==> src/rtl/outbound_translation_pkg.sv <==
// Package for the outbound translation stage: region table shape, TLP kinds, credit types.
// Assumes a single controller clock; regions are loaded from a flat configuration port.
package outbound_translation_pkg;
    localparam int ADDR_W = 64;
    localparam int REGIONS = 4;
    localparam int REGION_IDX_W = 2;
    localparam int CREDIT_W = 12;
    // Lowest base that the configuring party may use
    localparam logic [63:0] MIN_REGION_BASE = 64'h0000_0000_0000_1000;
    // Subsystem window size and its unusable bottom slice
    localparam logic [31:0] SUBSYS_WINDOW_SIZE = 32'h1000_0000;
    localparam logic [31:0] SUBSYS_GUARD_SIZE = 32'h0000_1000;
    // Reset value of each credit counter
    localparam logic [11:0] CREDIT_RESET = 12'h040;

    typedef enum logic [1:0]
    {
        TLP_MEMORY = 2'h0,
        TLP_MESSAGE = 2'h1,
        TLP_COMPLETION = 2'h2,
        TLP_OTHER = 2'h3
    } tlp_kind_type;

    typedef enum logic [1:0]
    {
        CREDIT_POSTED = 2'h0,
        CREDIT_NONPOSTED = 2'h1,
        CREDIT_CPL = 2'h2
    } credit_kind_type;
endpackage

==> src/rtl/outbound_translation_unit.sv <==
// Outbound translation stage: region match, address translation and transmit credit accounting.
// Assumes the client and the region configuration are on core_clk; one TLP accepted per enabled cycle.
`timescale 1ns/10ps
module outbound_translation_unit
#(
    parameter int ADDR_W = outbound_translation_pkg::ADDR_W,
    parameter int REGIONS = outbound_translation_pkg::REGIONS,
    parameter int CREDIT_W = outbound_translation_pkg::CREDIT_W
)
(
    input wire logic core_clk,
    input wire logic rst_n,
    input wire logic clk_en,
    // Region configuration, flattened per region
    input wire logic [REGIONS-1:0] region_enable,
    input wire logic [REGIONS*ADDR_W-1:0] region_base,
    input wire logic [REGIONS*ADDR_W-1:0] region_limit,
    input wire logic [REGIONS*ADDR_W-1:0] region_target,
    input wire logic [REGIONS*2-1:0] region_credit_kind,
    // Outbound request from the client
    input wire logic req_valid,
    input wire logic [1:0] req_kind,
    input wire logic [ADDR_W-1:0] req_client_addr,
    input wire logic [ADDR_W-1:0] req_header_addr,
    // Credit replenish pulses from the link side, one bit per credit kind
    input wire logic [2:0] credit_return,
    // Translated request
    output logic out_valid,
    output logic [1:0] out_kind,
    output logic [ADDR_W-1:0] out_addr,
    output logic out_translated,
    output logic [CREDIT_W-1:0] credit_posted,
    output logic [CREDIT_W-1:0] credit_nonposted,
    output logic [CREDIT_W-1:0] credit_cpl,
    output logic low_base_seen
);
    logic [REGIONS-1:0] hit;
    logic [ADDR_W-1:0] cmp_addr;
    logic any_hit;
    logic [ADDR_W-1:0] hit_base;
    logic [ADDR_W-1:0] hit_target;
    logic [1:0] hit_credit;
    logic low_base_now;
    logic next_out_valid;
    logic [1:0] next_out_kind;
    logic [ADDR_W-1:0] next_out_addr;
    logic next_out_translated;
    logic [CREDIT_W-1:0] next_credit_posted;
    logic [CREDIT_W-1:0] next_credit_nonposted;
    logic [CREDIT_W-1:0] next_credit_cpl;
    logic next_low_base_seen;

    // Messages are matched on header words three and four, everything else on the client address
    assign cmp_addr = (req_kind == outbound_translation_pkg::TLP_MESSAGE) ? req_header_addr : req_client_addr;

    // One comparator per region
    genvar g;
    generate
        for (g = 0; g < REGIONS; g++)
        begin : g_region
            region_match #(.ADDR_W(ADDR_W)) u_match
            (
                .enable(region_enable[g]),
                .base(region_base[g*ADDR_W +: ADDR_W]),
                .limit(region_limit[g*ADDR_W +: ADDR_W]),
                .addr(cmp_addr),
                .hit(hit[g])
            );
        end
    endgenerate

    // Lowest-numbered hit wins; also flag any enabled region below the legal base
    always_comb
    begin
        any_hit = 1'b0;
        hit_base = '0;
        hit_target = '0;
        hit_credit = 2'h0;
        low_base_now = 1'b0;
        for (int i = REGIONS - 1; i >= 0; i--)
        begin
            if (hit[i])
            begin
                any_hit = 1'b1;
                hit_base = region_base[i*ADDR_W +: ADDR_W];
                hit_target = region_target[i*ADDR_W +: ADDR_W];
                hit_credit = region_credit_kind[i*2 +: 2];
            end
            if (region_enable[i] && (region_base[i*ADDR_W +: ADDR_W] < outbound_translation_pkg::MIN_REGION_BASE))
            begin
                low_base_now = 1'b1;
            end
        end
    end

    // Next output and credit values
    always_comb
    begin
        next_out_valid = req_valid;
        next_out_kind = req_kind;
        next_out_addr = req_header_addr;
        next_out_translated = 1'b0;
        next_credit_posted = credit_posted + (credit_return[0] ? CREDIT_W'(1) : CREDIT_W'(0));
        next_credit_nonposted = credit_nonposted + (credit_return[1] ? CREDIT_W'(1) : CREDIT_W'(0));
        next_credit_cpl = credit_cpl + (credit_return[2] ? CREDIT_W'(1) : CREDIT_W'(0));
        next_low_base_seen = low_base_seen | low_base_now;
        if (req_valid)
        begin
            // Completions keep their address; others, messages included, are translated on a hit
            if (any_hit && (req_kind != outbound_translation_pkg::TLP_COMPLETION))
            begin
                next_out_addr = cmp_addr - hit_base + hit_target;
                next_out_translated = 1'b1;
            end
            // Credit of the hit region's type is taken, also for an untranslated completion
            if (any_hit)
            begin
                case (hit_credit)
                    outbound_translation_pkg::CREDIT_POSTED: next_credit_posted = next_credit_posted - CREDIT_W'(1);
                    outbound_translation_pkg::CREDIT_NONPOSTED:
                        next_credit_nonposted = next_credit_nonposted - CREDIT_W'(1);
                    outbound_translation_pkg::CREDIT_CPL: next_credit_cpl = next_credit_cpl - CREDIT_W'(1);
                    default: next_credit_cpl = next_credit_cpl;
                endcase
            end
        end
    end

    // Register everything; clock enable freezes state
    always_ff @(posedge core_clk or negedge rst_n)
    begin
        if (!rst_n)
        begin
            out_valid <= 1'b0;
            out_kind <= 2'h0;
            out_addr <= '0;
            out_translated <= 1'b0;
            credit_posted <= outbound_translation_pkg::CREDIT_RESET;
            credit_nonposted <= outbound_translation_pkg::CREDIT_RESET;
            credit_cpl <= outbound_translation_pkg::CREDIT_RESET;
            low_base_seen <= 1'b0;
        end
        else if (clk_en)
        begin
            out_valid <= next_out_valid;
            out_kind <= next_out_kind;
            out_addr <= next_out_addr;
            out_translated <= next_out_translated;
            credit_posted <= next_credit_posted;
            credit_nonposted <= next_credit_nonposted;
            credit_cpl <= next_credit_cpl;
            low_base_seen <= next_low_base_seen;
        end
    end

    // Completions never leave translated
    a_cpl_never_xlat: assert property (@(posedge core_clk) disable iff (!rst_n)
        out_valid && out_kind == outbound_translation_pkg::TLP_COMPLETION |-> !out_translated)
        else $error("completion translated");

    // A message hit produces a translated address one cycle later
    a_msg_hit_xlat: assert property (@(posedge core_clk) disable iff (!rst_n)
        clk_en && req_valid && req_kind == outbound_translation_pkg::TLP_MESSAGE && any_hit
        |=> out_translated && out_addr == $past(cmp_addr) - $past(hit_base) + $past(hit_target))
        else $error("message hit not translated");

    // Completion hitting a posted region with no return takes one posted credit
    a_cpl_credit_take: assert property (@(posedge core_clk) disable iff (!rst_n)
        clk_en && req_valid && req_kind == outbound_translation_pkg::TLP_COMPLETION && any_hit
        && hit_credit == outbound_translation_pkg::CREDIT_POSTED && credit_return == 3'h0
        |=> credit_posted == $past(credit_posted) - CREDIT_W'(1))
        else $error("completion credit not taken");

    // No hit and no return leaves every credit counter unchanged
    a_credit_hold: assert property (@(posedge core_clk) disable iff (!rst_n)
        clk_en && !(req_valid && any_hit) && credit_return == 3'h0
        |=> $stable(credit_posted) && $stable(credit_nonposted) && $stable(credit_cpl))
        else $error("credit moved without hit");

    // Disabled regions never hit
    a_region_gate: assert property (@(posedge core_clk) disable iff (!rst_n)
        (hit & ~region_enable) == '0)
        else $error("disabled region hit");

    // Zero-based enabled region raises the sticky warning
    a_zero_base_flag: assert property (@(posedge core_clk) disable iff (!rst_n)
        clk_en && low_base_now |=> low_base_seen)
        else $error("low base not flagged");

    // Completions leave with the header address untouched
    a_cpl_addr_kept: assert property (@(posedge core_clk) disable iff (!rst_n)
        clk_en && req_valid && req_kind == outbound_translation_pkg::TLP_COMPLETION
        |=> !out_translated && out_addr == $past(req_header_addr))
        else $error("completion address changed");

    // Requests that miss every region pass through untranslated
    a_miss_pass: assert property (@(posedge core_clk) disable iff (!rst_n)
        clk_en && req_valid && !any_hit
        |=> !out_translated && out_addr == $past(req_header_addr))
        else $error("missed request altered");

    // A request hitting a completion-credit region takes one such credit
    a_cpl_region_take: assert property (@(posedge core_clk) disable iff (!rst_n)
        clk_en && req_valid && any_hit && hit_credit == outbound_translation_pkg::CREDIT_CPL
        && credit_return == 3'h0
        |=> credit_cpl == $past(credit_cpl) - CREDIT_W'(1))
        else $error("region credit not taken");

    // A lone posted return adds one posted credit
    a_return_adds: assert property (@(posedge core_clk) disable iff (!rst_n)
        clk_en && !req_valid && credit_return == 3'h1
        |=> credit_posted == $past(credit_posted) + CREDIT_W'(1))
        else $error("credit return lost");

    // Clock enable low freezes the outputs and the counters
    a_clk_en_freeze: assert property (@(posedge core_clk) disable iff (!rst_n)
        !clk_en
        |=> $stable(out_valid) && $stable(out_addr) && $stable(out_translated) && $stable(credit_posted)
        && $stable(credit_nonposted) && $stable(credit_cpl))
        else $error("state moved while frozen");

    // The low-base warning stays set until reset
    a_low_sticky: assert property (@(posedge core_clk) disable iff (!rst_n)
        low_base_seen |=> low_base_seen)
        else $error("low base warning dropped");
endmodule

==> src/rtl/region_match.sv <==
// One outbound region comparator: enable and inclusive base/limit window.
// Assumes base and limit are stable while the stage samples them.
`timescale 1ns/10ps
module region_match
#(
    parameter int ADDR_W = 64
)
(
    input wire logic enable,
    input wire logic [ADDR_W-1:0] base,
    input wire logic [ADDR_W-1:0] limit,
    input wire logic [ADDR_W-1:0] addr,
    output logic hit
);
    // Inclusive range compare, gated by the region enable
    assign hit = enable && (addr >= base) && (addr <= limit);
endmodule

==> config.mk <==
export PLATFORM = sky130hd
export DESIGN_NAME = outbound_translation_unit
export DESIGN_NICKNAME = d
export VERILOG_FILES = /design/src/rtl/outbound_translation_pkg.sv /design/src/rtl/outbound_translation_unit.sv /design/src/rtl/region_match.sv
export SDC_FILE = /design/constraint.sdc
export NUM_CORES = 2
export LEC_CHECK = 0
export BUFFER_PORTS_ARGS = -buffer_cell sky130_fd_sc_hd__buf_4
export CORE_AREA = 10 10 392 394
export DETAILED_ROUTE_END_ITERATION = 16
export DIE_AREA = 0 0 402 404
export PLACE_DENSITY_LB_ADDON = 0.15
export SKIP_LAST_GASP = 1
export SLEW_MARGIN = 20
export SYNTH_ARGS = -nofsm -noshare
export SYNTH_HDL_FRONTEND = slang
export SYNTH_SLANG_ARGS = --single-unit
export TNS_END_PERCENT = 50
==> constraint.sdc <==
create_clock -name core_clk -period 2.9 [get_ports core_clk]
set_input_delay 0.435 -clock core_clk [delete_from_list [all_inputs] [get_ports core_clk]]
set_output_delay 0.435 -clock core_clk [all_outputs]
set_load 0.01 [all_outputs]
# [Yosys cells after proc, flatten, opt, wreduce, memory -nomap -nowiden]
# Index checks and enable logic that the tools add are counted.
[word_totals] regBits=105 input_bits=917 out_inout_bits=105 word_cells=84
[classes] add_sub_neg=8 n_lt_le_gt_ge=12 eq_ne=4 mux=37 bitwise_logic=1 n_reduce_logical=14
[ops] op="$mux W64" n=11
[ops] op="$ge A64 B64 Y1" n=4
[ops] op="$le A64 B64 Y1" n=4
[ops] op="$lt A64 B13 Y1 const B" n=4
[ops] op="$mux W12" n=9
[ops] op="$add A64 B64 Y64" n=1
[ops] op="$sub A64 B64 Y64" n=1
[ops] op="$add A12 B1 Y12" n=3
[ops] op="$sub A12 B1 Y12 const B" n=3
[ops] op="$logic_and A1 B1 Y1" n=13
[ops] op="$mux W1" n=13
[ops] op="$mux W2" n=4
[ops] op="$eq A2 B1 Y1 const B" n=2
[ops] op="$eq A2 B2 Y1 const B" n=1
[ops] op="$logic_not A2 Y1" n=1
[ops] op="$ne A2 B2 Y1 const B" n=1
[ops] op="$or A1 B1 Y1" n=1

# [Logic depth before layout (Yosys ltp)]
[logic_depth] ltp_word=13 mapped_depth=35 ltp_nobuf=33

# [Cells and area by module]
# From an unflattened synthesis, not the netlist that was laid out.
[hier_totals] hier_cells=3956 area_unflattened_um2=28571.2
[by_module_without_submodules] mod="outbound_translation_unit" n_inst=1 cells_each=2112 area_each_um2=15698.8 seq_area_each_um2=2631.3
[by_module_without_submodules] mod="region_match" n_inst=4 cells_each=461 area_each_um2=3218.1 seq_area_each_um2=0.0

# [Worst setup path after synthesis]
# No wires, ideal clock.
[synth_path] path_kind="input to register" startpoint="input req_kind[1]" endpoint="register out_addr[62]" setup_ns=0.137 t_arrival_ns=7.682 t_required_ns=2.763 path_slack_ns=-4.919 stages=34 n_path_buf=5 cell_sequence="inv_1 nand2_1 clkbuf_1 mux2_2 ha_1 nand4_1 nor3_1 a211o_1 a31o_1 or4_1 nor3_2 a211o_2 clkbuf_1 buf_2 buf_1 nor2_1 o31ai_1 fa_1 inv_1 ha_1 clkbuf_1 a21o_1 a21o_1 a211oi_1 o31ai_1 a211oi_1 o21ai_0 a211oi_1 o21ai_1 a221oi_1 o21ai_0 xor2_1 mux2i_1 a21oi_1"
[synth_between] elab_chain_cells=13 elab_cells_between_ends=36 cone_classes="add/sub: 2; order compare: 8; eq/ne: 2; mux: 15; reduce/logical: 9"
[synth_lines] item="start, declared" line="outbound_translation_unit.sv:22" source="input wire logic [1:0] req_kind,"
[synth_lines] item="$eq A2 B1 Y1" line="outbound_translation_unit.sv:54" source="assign cmp_addr = (req_kind == outbound_translation_pkg::TLP_MESSAGE) ? req_header_addr : req_client_addr;"
[synth_lines] item="$mux W64" line="outbound_translation_unit.sv:54"
[synth_lines] item="$ge A64 B64 Y1" line="region_match.sv:16" source="assign hit = enable && (addr >= base) && (addr <= limit);"
[synth_lines] item="$logic_and A1 B1 Y1 (2 in series)" line="region_match.sv:16"
[synth_lines] item="$mux W64 (4 in series)" line="outbound_translation_unit.sv:82" source="if (hit[i])"
[synth_lines] item="$sub A64 B64 Y64" line="outbound_translation_unit.sv:112" source="next_out_addr = cmp_addr - hit_base + hit_target;"
[synth_lines] item="$add A64 B64 Y64" line="outbound_translation_unit.sv:112"
[synth_lines] item="$mux W64 (*)" line="outbound_translation_unit.sv:110" source="if (any_hit && (req_kind != outbound_translation_pkg::TLP_COMPLETION))"
[synth_lines] item="$mux W64 (*)" line="outbound_translation_unit.sv:107" source="if (req_valid)"
[synth_lines] item="end signal, assigned" line="outbound_translation_unit.sv:147" source="out_addr <= next_out_addr;"
[synth_lines] item="end, declared" line="outbound_translation_unit.sv:30" source="output logic [ADDR_W-1:0] out_addr,"
# Every way passes the cells marked *; elsewhere a longest branch is shown, timed or not.
# A chain may end at the register's enable or synchronous reset.

# [Worst setup path in the final report]
[layout_path] startpoint="input req_kind[1]" endpoint="register out_addr[56]"
# The elaborated chain is that of the path after synthesis.

==> impl_metrics.ini <==
[cts]
insertion_delay_ps = 390
cts_buffers = 9
cts_buffer_depth = 2
tritoncts = built
ctsRootBufferMaster = clkbuf_16
clock_sinks = 105
clk_pin_slew_ps = 80
cts-hold-fix-buffers = 0
htreeDepth = 3

[pwr]
switching_power_mw = 12.8
ir_drop_mv = 0.318
seq_power_share_pct = 9.2
p_clk_share_pct = 5.0
p_per_area_mw_per_mm2 = 516
p_int_mw = 13.7
power.leakage_nw = 26.7
swShare_pct = 48.3
pwr-share-comb_pct = 85.9

[timing]
max-slew-margin-rel_pct = 48.9
tightestPinTransition_ps = 759
max_freq_mhz = 127
slew_violations = 0
setup_violations = 101
min_period_over_period_pct = 271
timing.final.hold_violations = 0
fin_ws_ps = -4940
setup_tns_ps = -357690
skew_ps = 13.3
post-route-min-period_ps = 7840
rsz0062_at_grt = yes

[job]
max_cap_violations = 0

[drt]
wl_um = 245000
firstDrtPassIters = 6
vias_per_cell = 4.85
ant_nets = 0
vias = 38700
avgRoutedWirePerCell_um = 30.7
drt_iter0_drc = 2212
drc_errors = 0

[floorplanning]
die_w_um = 402
core_area_mm2 = 0.145
rows = 140
num_io_pins = 1022
start_util_pct = 19.7
die_h_um = 404
die-area_mm2 = 0.162

[yosys]
seq_area_frac_synth_pct = 9.19
synth-main-ff-cell = dfrtp_1
synth.top_cells.by_count = 714 x inv_1, 585 x ha_1, 426 x a21oi_1
synthTopCellsByArea = ha_1 26%, inv_1 9.4%, dfrtp_1 8.9%
synth_most_common_cell = inv_1
synth-edff-count = 0
ys_async_sr_fraction_pct = 100
synth.distinct_cells = 85
synth_top_area_share_pct = 25.6
synth_top_cell_by_area = ha_1
synth_area_mm2 = 0.0286
synth_fp_nets = 5521
yosysWarnings = 0
syn_inst = 3956
avgSynthCellArea_um2 = 7.24
ys_ff_latch = 105

[worst_setup_path]
cp.required_ps = 3220
crit_path_max_fanout = 12
endpoint_kind = register
crit_top_cell = clkbuf_16
cp.arrival_ps = 8160
critPathKind = in2reg
worst_path_largest_cell_delay_ps = 510
slowest_stage = fa_1
start_kind = input pin

[global_route]
grtUsageTotal_pct = 27.9
grt_pass1_vias = 39800
grt_pass1_wl_um = 318000
grt_max_degree = 58
antenna_found_initial = 139
grt_overflow_total = 0

[place]
place_worst_setup_slack_ps = -6970
hpwlAfterDp_um = 215000
placed_area_mm2 = 0.0472
routabilityCongestion = 0.968
portBuffers = 1021

[finish]
fin_area_mm2 = 0.0513
nets = 7563
drive_gt1_share_pct = 43.4
syn2layout_area_growth_pct = 79.0

[run_status]
status = finished, violations left
violations = negative setup slack

[hold_path]
min-delay-path-class = in2async
[what timing repair did]
item / CTS / global route
buffers inserted: 22 / 88
endpoints found under the hold margin: 0 / 0
gates resized for setup: 127 / 275
endpoints found under the setup margin: 101 / 101
pin swaps: 32 / 118
gates cloned: 6 / 17
[worst paths after layout]
path                       cells after the start         startpoint  slack (ps)                end
max in group asynchronous                      2              rst_n        2110      credit_cpl[6]
min reg2reg                                    1  credit_posted[11]         480  credit_posted[11]
min in group core_clk                          2        req_kind[1]         280        out_kind[1]
max reg2reg                                   11   credit_posted[0]        -150  credit_posted[11]
min                                            1              rst_n          60       out_addr[14]
max                                           40        req_kind[1]       -4940       out_addr[56]
[final cells by class]
| class | count | area (µm²) |
|---|---|---|
| flip-flops and latches | 105 | 2630 |
| well taps | 1917 | 2400 |
| clock inverters | 6 | 50.0 |
| clock buffers | 10 | 239 |
| fillers | 15800 | 94100 |
| repair buffers | 2175 | 17800 |
| multi-input cells | 2993 | 25300 |
| diodes | 71 | 178 |
| inverters | 714 | 2680 |
[worst max-delay path: cells and delay by family]
family,cells,cell delay (ps)
compound gates,17,3290
buf+inv,13,1850
fa+ha+maj,3,1110
simple gates,5,800
mux,1,420
xor+xnor,1,180
[power groups by stage]
stage / sequential [mW] / combinational, mW / clock, mW
after floorplan: 2.49 / 9.49 / 0
after global placement: 2.44 / 20.4 / 0
after detailed placement: 2.44 / 20.3 / 0
after CTS: 2.42 / 21.0 / 1.36
after global routing: 2.49 / 24.6 / 1.41
final: 2.43 / 22.7 / 1.32
[sequential cells by signal, summed over array words and instances, names as in the netlist]
signal	count
credit_nonposted	12
out_addr	64
credit_posted	12
out_translated	1
out_kind	2
credit_cpl	12
out_valid	1
low_base_seen	1
[cells by family after synthesis]
logic type / Yosys count / share of synthesized area, %
compound gates: 1066 / 24.2
flops: 105 / 9.19
mux: 96 / 3.68
simple gates: 1065 / 18.1
fa+ha+maj: 648 / 30.0
xor+xnor: 117 / 3.58
buf+inv: 859 / 11.3
[per-stage QoR]
| stage | power (mW) | std cells | util (%) | hold WS [ps] |
|---|---|---|---|---|
| final | 26.5 | 7991 | 35.3 | 64.7 |
| after global routing | 28.5 | 7966 | 35.2 | 81.8 |
| after CTS | 24.8 | 7821 | 33.4 | 79.4 |
| after detailed placement | 22.8 | 7777 | 32.5 | 461 |
| after global placement | 22.8 | 7777 | 32.5 | 461 |
| after floorplan | 12.0 | 3956 | - | 139 |
[cells in the final DEF, fill, tap and decap left out, drive strengths merged, types with 6 or more instances in the layout]
master,count
a211o,10
a211oi,39
a21boi,8
a21o,110
a21oi,426
a221oi,142
a31oi,18
and2,10
and3,22
and4,20
buf,2159
clkbuf,26
dfrtp,102
diode,71
fa,63
ha,585
inv,715
mux2,75
mux2i,22
nand2,252
nand2b,16
nand3,77
nand4,124
nor2,313
nor2b,18
nor3,103
nor4,72
nor4b,6
o2111ai,8
o211a,6
o211ai,20
o21a,17
o21ai,136
o21bai,9
o31ai,76
or2,7
or4,6
xnor2,64
xor2,53
[routing by layer]
metal	vias to the layer above	GRT usage, %	wire length, µm
met2	1354	52.3	125000
met1	18600	29.1	89900
met5	-	0	514
met4	76	13.1	14300
met3	424	6.83	15100
li1	18300	-	-
No activity file was read; power rests on OpenSTA's default activity.
